===== config.mk =====
export PLATFORM = sky130hd
export DESIGN_NAME = lbh_port
export DESIGN_NICKNAME = d
export VERILOG_FILES = /design/src/common/lbh_pkg.sv /design/src/rtl/lbh_port.sv /design/src/rtl/lbh_sync.sv /design/src/rtl/lbh_arbiter.sv
export SDC_FILE = /design/constraint.sdc
export NUM_CORES = 1
export LEC_CHECK = 0
export BUFFER_PORTS_ARGS = -buffer_cell sky130_fd_sc_hd__buf_2
export CAP_MARGIN = 20
export CORE_ASPECT_RATIO = 0.7
export CORE_MARGIN = 8
export CORE_UTILIZATION = 46
export CTS_CLUSTER_DIAMETER = 100
export DETAILED_ROUTE_END_ITERATION = 6
export PLACE_DENSITY = 0.75
export SLEW_MARGIN = 20
export SYNTH_ARGS = -nofsm -noshare
export SYNTH_HDL_FRONTEND = slang
export SYNTH_SLANG_ARGS = --single-unit

===== constraint.sdc =====
create_clock -name i_clk -period 2.3 [get_ports i_clk]
set_clock_uncertainty 0.1 [all_clocks]
set_input_delay 0.115 -clock i_clk [delete_from_list [all_inputs] [get_ports i_clk]]
set_output_delay 0.115 -clock i_clk [all_outputs]
set_load 0.02 [all_outputs]

===== src/common/lbh_pkg.sv =====
// Shared constants and carrier types for the local bus host port
package lbh_pkg;

    // ************
    // Widths and reset values
    // ************
    localparam int   LBH_DATA_W      = 32;
    localparam int   LBH_SYNC_STAGES = 2;
    localparam logic LBH_BME_RESET   = 1'b0;
    localparam logic LBH_PIN_IDLE    = 1'b1;  // Level of an idle active-low pin
    localparam logic [31:0] LBH_DATA_ZERO = 32'h0000_0000;

    // ************
    // State machines
    // ************
    typedef enum logic [4:0] {
        ARB_IDLE = 5'h01,
        ARB_REQ  = 5'h02,
        ARB_WAIT = 5'h04,
        ARB_OWN  = 5'h08,
        ARB_REL  = 5'h10
    } lbh_arb_state_t;

    typedef enum logic [3:0] {
        MST_IDLE = 4'h1,
        MST_ADDR = 4'h2,
        MST_STRB = 4'h4,
        MST_END  = 4'h8
    } lbh_mst_state_t;

    // Kind of a slave cycle seen on the bus
    typedef enum logic [1:0] {
        KIND_PCI = 2'h0,
        KIND_REG = 2'h1,
        KIND_DMA = 2'h2
    } lbh_kind_t;

    // ************
    // Carriers
    // ************
    typedef struct packed {
        logic                  valid;
        logic                  write;
        logic [LBH_DATA_W-1:0] data;
    } lbh_mst_req_t;

    typedef struct packed {
        logic                  valid;
        logic                  write;
        lbh_kind_t             kind;
        logic                  dual_addr;
        logic [LBH_DATA_W-1:0] data;
    } lbh_slv_evt_t;

    // Control pins, all asynchronous to i_clk
    typedef struct packed {
        logic lclk;
        logic grant_n;
        logic busy_n;
        logic pci_sel_n;
        logic reg_sel_n;
        logic addr_strobe_n;
        logic dack_n;
        logic read_write;
        logic pci_rst_n;
        logic strap;
    } lbh_pins_t;

endpackage


===== src/rtl/lbh_port.sv =====
// Local bus host port: strap, arbitration, slave decode, master cycles, DMA
// Operation
// - While PCI reset is active a strap level of 1 sets the bus master enable bit.
// - The port asks for bus ownership on its bus request output.
// - Bus request changes only on a falling edge of the local bus clock.
// - The PCI window select marks a forwarded cycle and is sampled on the falling edge.
// - In DMA cycles a low PCI window select means dual address, a high one single address.
// - The register select marks a register access and is sampled on the falling edge.
// - All data moves over one 32-bit two-way data bus, bits 31 down to 0.
// - As slave, write data is captured without the data strobe as qualifier.
// - As slave, read data is driven without decoding the data strobe.
// - As master, the port drives the data strobe on writes and on reads.
// - An asserted DMA acknowledge marks the cycle as a DMA transfer, not a select access.
// - Fast termination DMA cycles are served through the request and acknowledge pair.
// - The grant input is sampled on the falling local clock edge.
// - DMA request is asserted on a falling edge when the inbound FIFO needs service.
`timescale 1ns/100ps
module lbh_port (
    input  wire logic                 i_clk,
    input  wire logic                 i_rst,
    // Local bus pins
    input  wire logic                 i_local_bus_clock,
    input  wire logic                 i_pci_rst_n,
    input  wire logic                 i_master_enable_strap,
    input  wire logic                 i_bus_grant_n,
    input  wire logic                 i_bus_busy_grant_ack_n,
    output logic                      o_bus_busy_grant_ack_n,
    output logic                      o_bus_busy_grant_ack_oe,
    output logic                      o_bus_request_n,
    input  wire logic                 i_pci_window_select_n,
    input  wire logic                 i_register_select_n,
    input  wire logic                 i_address_strobe_n,
    input  wire logic                 i_dma_acknowledge_n,
    output logic                      o_dma_request_n,
    input  wire logic                 i_read_write,
    output logic                      o_read_write,
    output logic                      o_read_write_oe,
    output logic                      o_data_strobe_n,
    output logic                      o_data_strobe_oe,
    input  wire logic [31:0]          i_data,
    output logic      [31:0]          o_data,
    output logic                      o_data_oe,
    // User side
    output logic                      o_bus_master_enable,
    input  wire lbh_pkg::lbh_mst_req_t i_mst_req,
    input  wire logic                 i_mst_ack,
    output logic                      o_mst_done,
    output logic      [31:0]          o_mst_rdata,
    output lbh_pkg::lbh_slv_evt_t     o_slv_evt,
    input  wire logic [31:0]          i_slv_rdata,
    input  wire logic                 i_dma_want
);
    import lbh_pkg::*;

    // ************
    // Pin synchronisers
    // ************
    lbh_pins_t   pins_async;
    lbh_pins_t   pins;
    logic [31:0] data_s;

    assign pins_async = '{
        lclk:          i_local_bus_clock,
        grant_n:       i_bus_grant_n,
        busy_n:        i_bus_busy_grant_ack_n,
        pci_sel_n:     i_pci_window_select_n,
        reg_sel_n:     i_register_select_n,
        addr_strobe_n: i_address_strobe_n,
        dack_n:        i_dma_acknowledge_n,
        read_write:    i_read_write,
        pci_rst_n:     i_pci_rst_n,
        strap:         i_master_enable_strap
    };

    lbh_sync #(
        .WIDTH ($bits(lbh_pins_t)),
        .INIT  (1'b1)
    ) u_sync_pins (
        .i_clk   (i_clk),
        .i_rst   (i_rst),
        .i_async (pins_async),
        .o_sync  (pins)
    );

    lbh_sync #(
        .WIDTH (LBH_DATA_W),
        .INIT  (1'b0)
    ) u_sync_data (
        .i_clk   (i_clk),
        .i_rst   (i_rst),
        .i_async (i_data),
        .o_sync  (data_s)
    );

    // ************
    // Falling edge of the local bus clock as a one-cycle enable
    // ************
    logic lclk_prev_reg;
    logic fall;

    always_ff @(posedge i_clk) begin
        if (i_rst) begin
            lclk_prev_reg <= 1'b0;
        end else begin
            lclk_prev_reg <= pins.lclk;
        end
    end

    assign fall = lclk_prev_reg & ~pins.lclk;

    // ************
    // Bus master enable strap
    // ************
    logic bme_next;

    // Follows the strap while PCI reset holds, then keeps its value
    assign bme_next = (!pins.pci_rst_n) ? pins.strap : o_bus_master_enable;

    always_ff @(posedge i_clk) begin
        if (i_rst) begin
            o_bus_master_enable <= LBH_BME_RESET;
        end else begin
            o_bus_master_enable <= bme_next;
        end
    end

    // ************
    // Arbitration
    // ************
    lbh_mst_state_t mst_reg;
    lbh_mst_state_t mst_next;
    logic           own;
    logic           want;

    // Hold the bus while a request waits or a cycle is still open
    assign want = i_mst_req.valid | (mst_reg != MST_IDLE);

    lbh_arbiter u_arbiter (
        .i_clk           (i_clk),
        .i_rst           (i_rst),
        .i_fall          (fall),
        .i_want          (want),
        .i_grant_n       (pins.grant_n),
        .i_busy_n        (pins.busy_n),
        .o_bus_request_n (o_bus_request_n),
        .o_busy_n        (o_bus_busy_grant_ack_n),
        .o_busy_oe       (o_bus_busy_grant_ack_oe),
        .o_own           (own)
    );

    // ************
    // Master cycle sequencer
    // ************
    logic        ack_seen_reg;
    logic        mst_write_reg;
    logic [31:0] mst_wdata_reg;
    logic        mst_active;

    assign mst_active = (mst_reg != MST_IDLE);

    // Address phase, strobe phase, strobe release, then bus turned back
    always_comb begin
        mst_next = mst_reg;
        case (mst_reg)
            MST_IDLE: begin
                if (own && i_mst_req.valid) begin
                    mst_next = MST_ADDR;
                end
            end
            MST_ADDR: begin
                mst_next = MST_STRB;
            end
            MST_STRB: begin
                if (ack_seen_reg) begin
                    mst_next = MST_END;
                end
            end
            MST_END: begin
                mst_next = MST_IDLE;
            end
            default: begin
                mst_next = MST_IDLE;
            end
        endcase
    end

    // Sequencer state and latched request
    always_ff @(posedge i_clk) begin
        if (i_rst) begin
            mst_reg       <= MST_IDLE;
            mst_write_reg <= 1'b0;
            mst_wdata_reg <= LBH_DATA_ZERO;
        end else if (fall) begin
            mst_reg <= mst_next;
            if (mst_reg == MST_IDLE) begin
                mst_write_reg <= i_mst_req.write;
                mst_wdata_reg <= i_mst_req.data;
            end
        end
    end

    // Acknowledge from the same clock is held until the falling edge that ends MST_END
    always_ff @(posedge i_clk) begin
        if (i_rst) begin
            ack_seen_reg <= 1'b0;
        end else if (fall && (mst_reg == MST_END)) begin
            ack_seen_reg <= 1'b0;
        end else if (i_mst_ack && (mst_reg == MST_STRB)) begin
            ack_seen_reg <= 1'b1;
        end
    end

    // Data strobe and direction pins while the port is master
    always_ff @(posedge i_clk) begin
        if (i_rst) begin
            o_data_strobe_n  <= LBH_PIN_IDLE;
            o_data_strobe_oe <= 1'b0;
            o_read_write     <= LBH_PIN_IDLE;
            o_read_write_oe  <= 1'b0;
        end else if (fall) begin
            o_data_strobe_n  <= ~(mst_next == MST_STRB);
            o_data_strobe_oe <= (mst_next != MST_IDLE);
            o_read_write     <= (mst_next == MST_IDLE) ? LBH_PIN_IDLE :
                                ((mst_reg == MST_IDLE) ? ~i_mst_req.write : ~mst_write_reg);
            o_read_write_oe  <= (mst_next != MST_IDLE);
        end
    end

    // Read data captured as the strobe is released, then done pulses
    always_ff @(posedge i_clk) begin
        if (i_rst) begin
            o_mst_rdata <= LBH_DATA_ZERO;
            o_mst_done  <= 1'b0;
        end else begin
            o_mst_done <= fall && (mst_reg == MST_END);
            if (fall && (mst_reg == MST_STRB) && ack_seen_reg && !mst_write_reg) begin
                o_mst_rdata <= data_s;
            end
        end
    end

    // ************
    // Slave decode
    // ************
    logic      sel_pci;
    logic      sel_reg;
    logic      sel_dma;
    logic      slv_cycle;
    logic      slv_seen_reg;
    lbh_kind_t slv_kind;
    logic      slv_read;

    assign sel_dma   = ~pins.dack_n;
    assign sel_pci   = ~pins.pci_sel_n & ~sel_dma;
    assign sel_reg   = ~pins.reg_sel_n & ~sel_dma;
    assign slv_cycle = ~pins.addr_strobe_n & (sel_pci | sel_reg | sel_dma) & ~mst_active;
    assign slv_kind  = sel_dma ? KIND_DMA : (sel_reg ? KIND_REG : KIND_PCI);
    assign slv_read  = slv_cycle & pins.read_write;

    // One event per address strobe, taken at the first falling edge
    always_ff @(posedge i_clk) begin
        if (i_rst) begin
            slv_seen_reg <= 1'b0;
        end else if (pins.addr_strobe_n) begin
            slv_seen_reg <= 1'b0;
        end else if (fall && slv_cycle) begin
            slv_seen_reg <= 1'b1;
        end
    end

    // Slave event; write data taken with no data strobe qualifier
    always_ff @(posedge i_clk) begin
        if (i_rst) begin
            o_slv_evt <= '0;
        end else begin
            o_slv_evt.valid <= fall && slv_cycle && !slv_seen_reg;
            if (fall && slv_cycle && !slv_seen_reg) begin
                o_slv_evt.write     <= ~pins.read_write;
                o_slv_evt.kind      <= slv_kind;
                o_slv_evt.dual_addr <= sel_dma & ~pins.pci_sel_n;
                o_slv_evt.data      <= data_s;
            end
        end
    end

    // ************
    // Data bus drive
    // ************
    logic        drive_mst;
    logic        drive_slv;
    logic [31:0] data_next;

    assign drive_mst = mst_active & mst_write_reg;
    assign drive_slv = slv_read;
    assign data_next = drive_mst ? mst_wdata_reg : i_slv_rdata;

    // Slave read data follows the user side while the cycle is open
    always_ff @(posedge i_clk) begin
        if (i_rst) begin
            o_data    <= LBH_DATA_ZERO;
            o_data_oe <= 1'b0;
        end else begin
            o_data    <= data_next;
            o_data_oe <= drive_mst | drive_slv;
        end
    end

    // ************
    // DMA request
    // ************
    always_ff @(posedge i_clk) begin
        if (i_rst) begin
            o_dma_request_n <= LBH_PIN_IDLE;
        end else if (fall) begin
            o_dma_request_n <= ~i_dma_want;
        end
    end

endmodule


===== src/rtl/lbh_sync.sv =====
// Two-stage synchroniser for asynchronous pin inputs
`timescale 1ns/100ps
module lbh_sync #(
    parameter int         WIDTH = 1,
    parameter logic [0:0] INIT  = 1'b1
) (
    input  wire logic             i_clk,
    input  wire logic             i_rst,
    input  wire logic [WIDTH-1:0] i_async,
    output logic      [WIDTH-1:0] o_sync
);
    import lbh_pkg::*;

    logic [WIDTH-1:0] meta_reg;

    // First stage feeds only the second stage
    always_ff @(posedge i_clk) begin
        if (i_rst) begin
            meta_reg <= {WIDTH{INIT}};
            o_sync   <= {WIDTH{INIT}};
        end else begin
            meta_reg <= i_async;
            o_sync   <= meta_reg;
        end
    end
endmodule


===== src/rtl/lbh_arbiter.sv =====
// Three-wire local bus arbitration for the master side of the port
`timescale 1ns/100ps
module lbh_arbiter (
    input  wire logic i_clk,
    input  wire logic i_rst,
    input  wire logic i_fall,
    input  wire logic i_want,
    input  wire logic i_grant_n,
    input  wire logic i_busy_n,
    output logic      o_bus_request_n,
    output logic      o_busy_n,
    output logic      o_busy_oe,
    output logic      o_own
);
    import lbh_pkg::*;

    lbh_arb_state_t state_reg;
    lbh_arb_state_t state_next;

    // ************
    // Next state, moves only on a falling local clock edge
    // ************
    always_comb begin
        state_next = state_reg;
        case (state_reg)
            ARB_IDLE: begin
                if (i_want) begin
                    state_next = ARB_REQ;
                end
            end
            ARB_REQ: begin
                if (!i_grant_n) begin
                    state_next = ARB_WAIT;
                end
            end
            ARB_WAIT: begin
                if (i_busy_n) begin
                    state_next = ARB_OWN;
                end
            end
            ARB_OWN: begin
                if (!i_want) begin
                    state_next = ARB_REL;
                end
            end
            ARB_REL: begin
                state_next = ARB_IDLE;
            end
            default: begin
                state_next = ARB_IDLE;
            end
        endcase
    end

    // Registered pins; busy is driven high for one period before release
    always_ff @(posedge i_clk) begin
        if (i_rst) begin
            state_reg       <= ARB_IDLE;
            o_bus_request_n <= LBH_PIN_IDLE;
            o_busy_n        <= LBH_PIN_IDLE;
            o_busy_oe       <= 1'b0;
            o_own           <= 1'b0;
        end else if (i_fall) begin
            state_reg       <= state_next;
            o_bus_request_n <= ~((state_next == ARB_REQ) | (state_next == ARB_WAIT));
            o_busy_n        <= ~(state_next == ARB_OWN);
            o_busy_oe       <= (state_next == ARB_OWN) | (state_next == ARB_REL);
            o_own           <= (state_next == ARB_OWN);
        end
    end
endmodule


==> results list <==
- The run finished with clean final reports.
- Setup violations remaining at the end of the flow were counted as 0.
- Worst r2r src: mst_reg[1]
- Power density normalized to cell area: 785 nW/µm²
- Type of the tightest min-delay check: in -> reg
- The first routing iteration left 596 violations.
- In the global route stage, met1 resource usage came out at 0.238.
- Worst Reg-to-Reg Cells: 4
- Headroom to the max-slew limit: 0.559
- In this run the worst path has a maximum fanout of 7.
* Worst slew pin tran: 645 ps
- Prior to clock tree synthesis, the placed netlist has a worst setup slack of 145 ps.
- Initial antenna violation count: 1
- Critical path endpoint category: register
- Depth of the CTS H-tree: 1
* Via count: 7,024
- Total power for the finished layout comes to 8.75 mW.
- Fraction of the core area covered by cells at the end of the flow: 0.656
- Synth Register Bits: 241
* Cell chosen for the clock root: clkbuf_16
* Effective utilization at floorplan: 0.466
- The number of setup buffers added after CTS is 0.
* Skew-Pair Late Insertion Delay: 490 ps
* DRC violation count after routing: 0
- At the worst endpoint, the required time is 2580 ps.
* DP HPWL: 13.4 mm
- Die width: 173 µm
* Period minus WS final: 2180 ps
- Number of cell rows: 40
* Cell type contributing the most total cell area after synthesis: dfxtp_1
* Max VDD drop: 0.499 mV
- At the end of routability-driven placement, the weighted congestion stood at 0.810.
- For met3 alone, demand over resource in global routing was 0.0487.
- In the final routed layout, each cell accounts on average for 15.6 µm.
- Port Buffers: 223
- The die covers 21,700 µm².
- Filler cell count in the final layout: 1,323
- Post-detailed-route count of antenna-violating nets: 0
* Endpoint of the worst register-to-register path: u_arbiter.state_reg[2]
* Depth of the worst hold-timing path: 3
- After synthesis, the share of flip-flops with an asynchronous set or reset is 0.
- Number of cells upsized or downsized after cts: 0
- Fin Setup TNS: 0 ps
- For this run, the number of Yosys warnings is 0.
- The register with the most flip-flops in the layout has 37 of them.
* Mapped Nets: 996
- After floorplanning, the core was sized to cover 17,000 µm².
- The worst register-to-register path has a setup slack of 120 ps.
- From bottom edge to top edge, the die measures 126 µm.
* Post-DR vias/cell: 4.86
- Counting every instance in the synthesized netlist gives 884.
- STA classifies the critical path startpoint as a register.
* Total track usage: 0.196
- Clock-pin slew was measured on the worst setup and hold paths at 60 ps.
* Number of iterations in the first detailed-routing pass: 5
- Dpl cell area: 9250 µm²
* Pin count of the biggest net entering global routing: 127
* RSZ-0062 raised after global routing: no
* Nets: 1,310
* Most area-consuming cells after synthesis: dfxtp_1 61%, nand2_1 13%, a21oi_1 8.9%, nor2b_1 5.5%, clkbuf_1 2.5%
- Routed wire length: 22.6 mm
- F_max: 460 MHz
* CP Data Arrival Time: 2460 ps
* Final standard cell area without fillers: 11,100 µm²
- Layout-stage area growth over the synthesis result: 40.9%
- Number of buffers between clock root and the deepest sink: 3
- For met2 alone, demand over resource in global routing was 0.346.
- During I/O placement, the number of pins put on the boundary was 224.
- Sinks on Clock Net: 241
- Reported leakage power: 4.69 nW
- The max-slew violation count came to 0.
- Global route hottest layer: met2
* Fraction of final layout cells sized beyond drive strength 1: 0.246
- WS Path Type: reg -> reg
- The first global-routing pass estimated 36.0 mm of wire.
- o_slv_evt holds more flip-flops than any other register.
- EDFF count, synth: 0
* Post-synth design cell area: 7900 µm²
- Of the post-synthesis cell area, the dominant cell type holds 0.610.
- For hold timing, the worst endpoint is u_sync_pins.meta_reg[7].
- For this run, the register share of the synthesized area comes to 0.610.
* Final critical-path setup slack: 124 ps
- Maximum Capacitance Violations: 0
- Startpoint of the tightest hold check path: i_bus_busy_grant_ack_n
- Inserted Clock Buffers: 22
- Mean area per synthesized cell: 8.94 µm²
* Vias in the first global route: 6,973
* Hold violation count in the final report: 0
- Of the available clock period, the critical path in the final layout requires 0.946.
* Most common flop cell mapped by yosys: dfxtp_1
- TritonCTS clock tree: done
* Global route overflow: 0
* Count of distinct cell types in the synthesized netlist: 46
==> repair_timing <==
| action | 4_1_cts | 5_1_grt |
|---|---|---|
| setup endpoints to repair | 0 | 0 |
| hold buffers | 111 | 0 |
| endpoints found under the hold margin | 122 | 0 |
==> final cells by class <==
cell class | instances | area, µm² | share of cell area
repair buffers | 350 | 2400 | 0.216
flip-flops and latches | 241 | 4820 | 0.433
clock inverters | 9 | 123 | 0.0110
clock buffers | 30 | 652 | 0.0585
diodes | 1 | 2.50 | 0.000225
multi-input cells | 582 | 2840 | 0.255
inverters | 1 | 3.75 | 0.000337
well taps | 231 | 289 | 0.0260
==> stage by stage <==
step / instances / hold slack [ps]
floorplan: 884 / 119
global placement: 1294 / 197
detailed placement: 1294 / 200
CTS: 1444 / 218
global route: 1445 / 239
finish: 1445 / 233
==> how the worst max path moves through the flow <==
stage | endpoint | from | cells after the start
2_1_floorplan | u_arbiter.state_reg[2] | mst_reg[3] | 5
3_3_place_gp | u_arbiter.state_reg[2] | mst_reg[3] | 4
3_5_place_dp | u_arbiter.state_reg[2] | mst_reg[3] | 4
4_1_cts | u_arbiter.state_reg[2] | mst_reg[1] | 4
5_1_grt | u_arbiter.state_reg[2] | mst_reg[1] | 4
6_report | u_arbiter.state_reg[2] | mst_reg[1] | 4
==> Yosys cell counts, drive strengths merged, types with 4 or more instances <==
| library cell | number |
|---|---|
| nand2 | 270 |
| dfxtp | 241 |
| a21oi | 140 |
| nor2b | 69 |
| clkbuf | 53 |
| or2 | 20 |
| nor2 | 16 |
| buf | 7 |
| nand3 | 5 |
| a31oi | 4 |
| nand2b | 4 |
| nor3 | 4 |
| nor3b | 4 |
| o21ai | 4 |
==> critical path, stage by stage, from the launching register on <==
cell,delay [ps]
dfxtp_1,360
or4b_1,560
o2111a_1,280
or4_4,540
a22o_1,240
==> cells by family after synthesis <==
group	share of synthesized area
AND/OR/NAND/NOR	0.242
flip-flops	0.610
AO/OA/AOI/OAI	0.112
buffers and inverters	0.0309
multiplexers	0.00380
XOR/XNOR	0.00111
==> where the power goes <==
| part | switching [mW] | total (mW) | leakage [nW] | internal (mW) |
|---|---|---|---|---|
| clock network | 1.52 | 3.84 | 0.384 | 2.32 |
| logic | 0.264 | 0.566 | 2.34 | 0.302 |
| registers | 0.0450 | 4.34 | 1.97 | 4.29 |
| total | 1.83 | 8.75 | 4.69 | 6.91 |
==> placed cells by master (no fill, tap or decap), drive strengths merged, types with 3 or more instances in the layout <==
cell type | netlist | final
nand2 | 270 | 270
dfxtp | 241 | 241
buf | 7 | 239
a21oi | 140 | 140
dlygate4sd3 | 0 | 111
nor2b | 69 | 69
clkbuf | 53 | 30
or2 | 20 | 20
nor2 | 16 | 16
nand3 | 5 | 5
clkinv | 0 | 5
nand2b | 4 | 4
a31oi | 4 | 4
nor3b | 4 | 4
nor3 | 4 | 4
o21ai | 4 | 4
o21a | 3 | 3
nor4 | 3 | 3
mux2i | 3 | 3
bufinv | 0 | 3
nor4b | 3 | 3
or4 | 3 | 3
==> per-layer routing <==
| metal | vias to the layer above | part of all wire |
|---|---|---|
| li1 | 3501 | - |
| met1 | 3249 | 0.43 |
| met2 | 236 | 0.48 |
| met3 | 38 | 0.068 |
| met4 | 0 | 0.019 |
| met5 | - | 0 |
(Power assumes the default switching activity.)
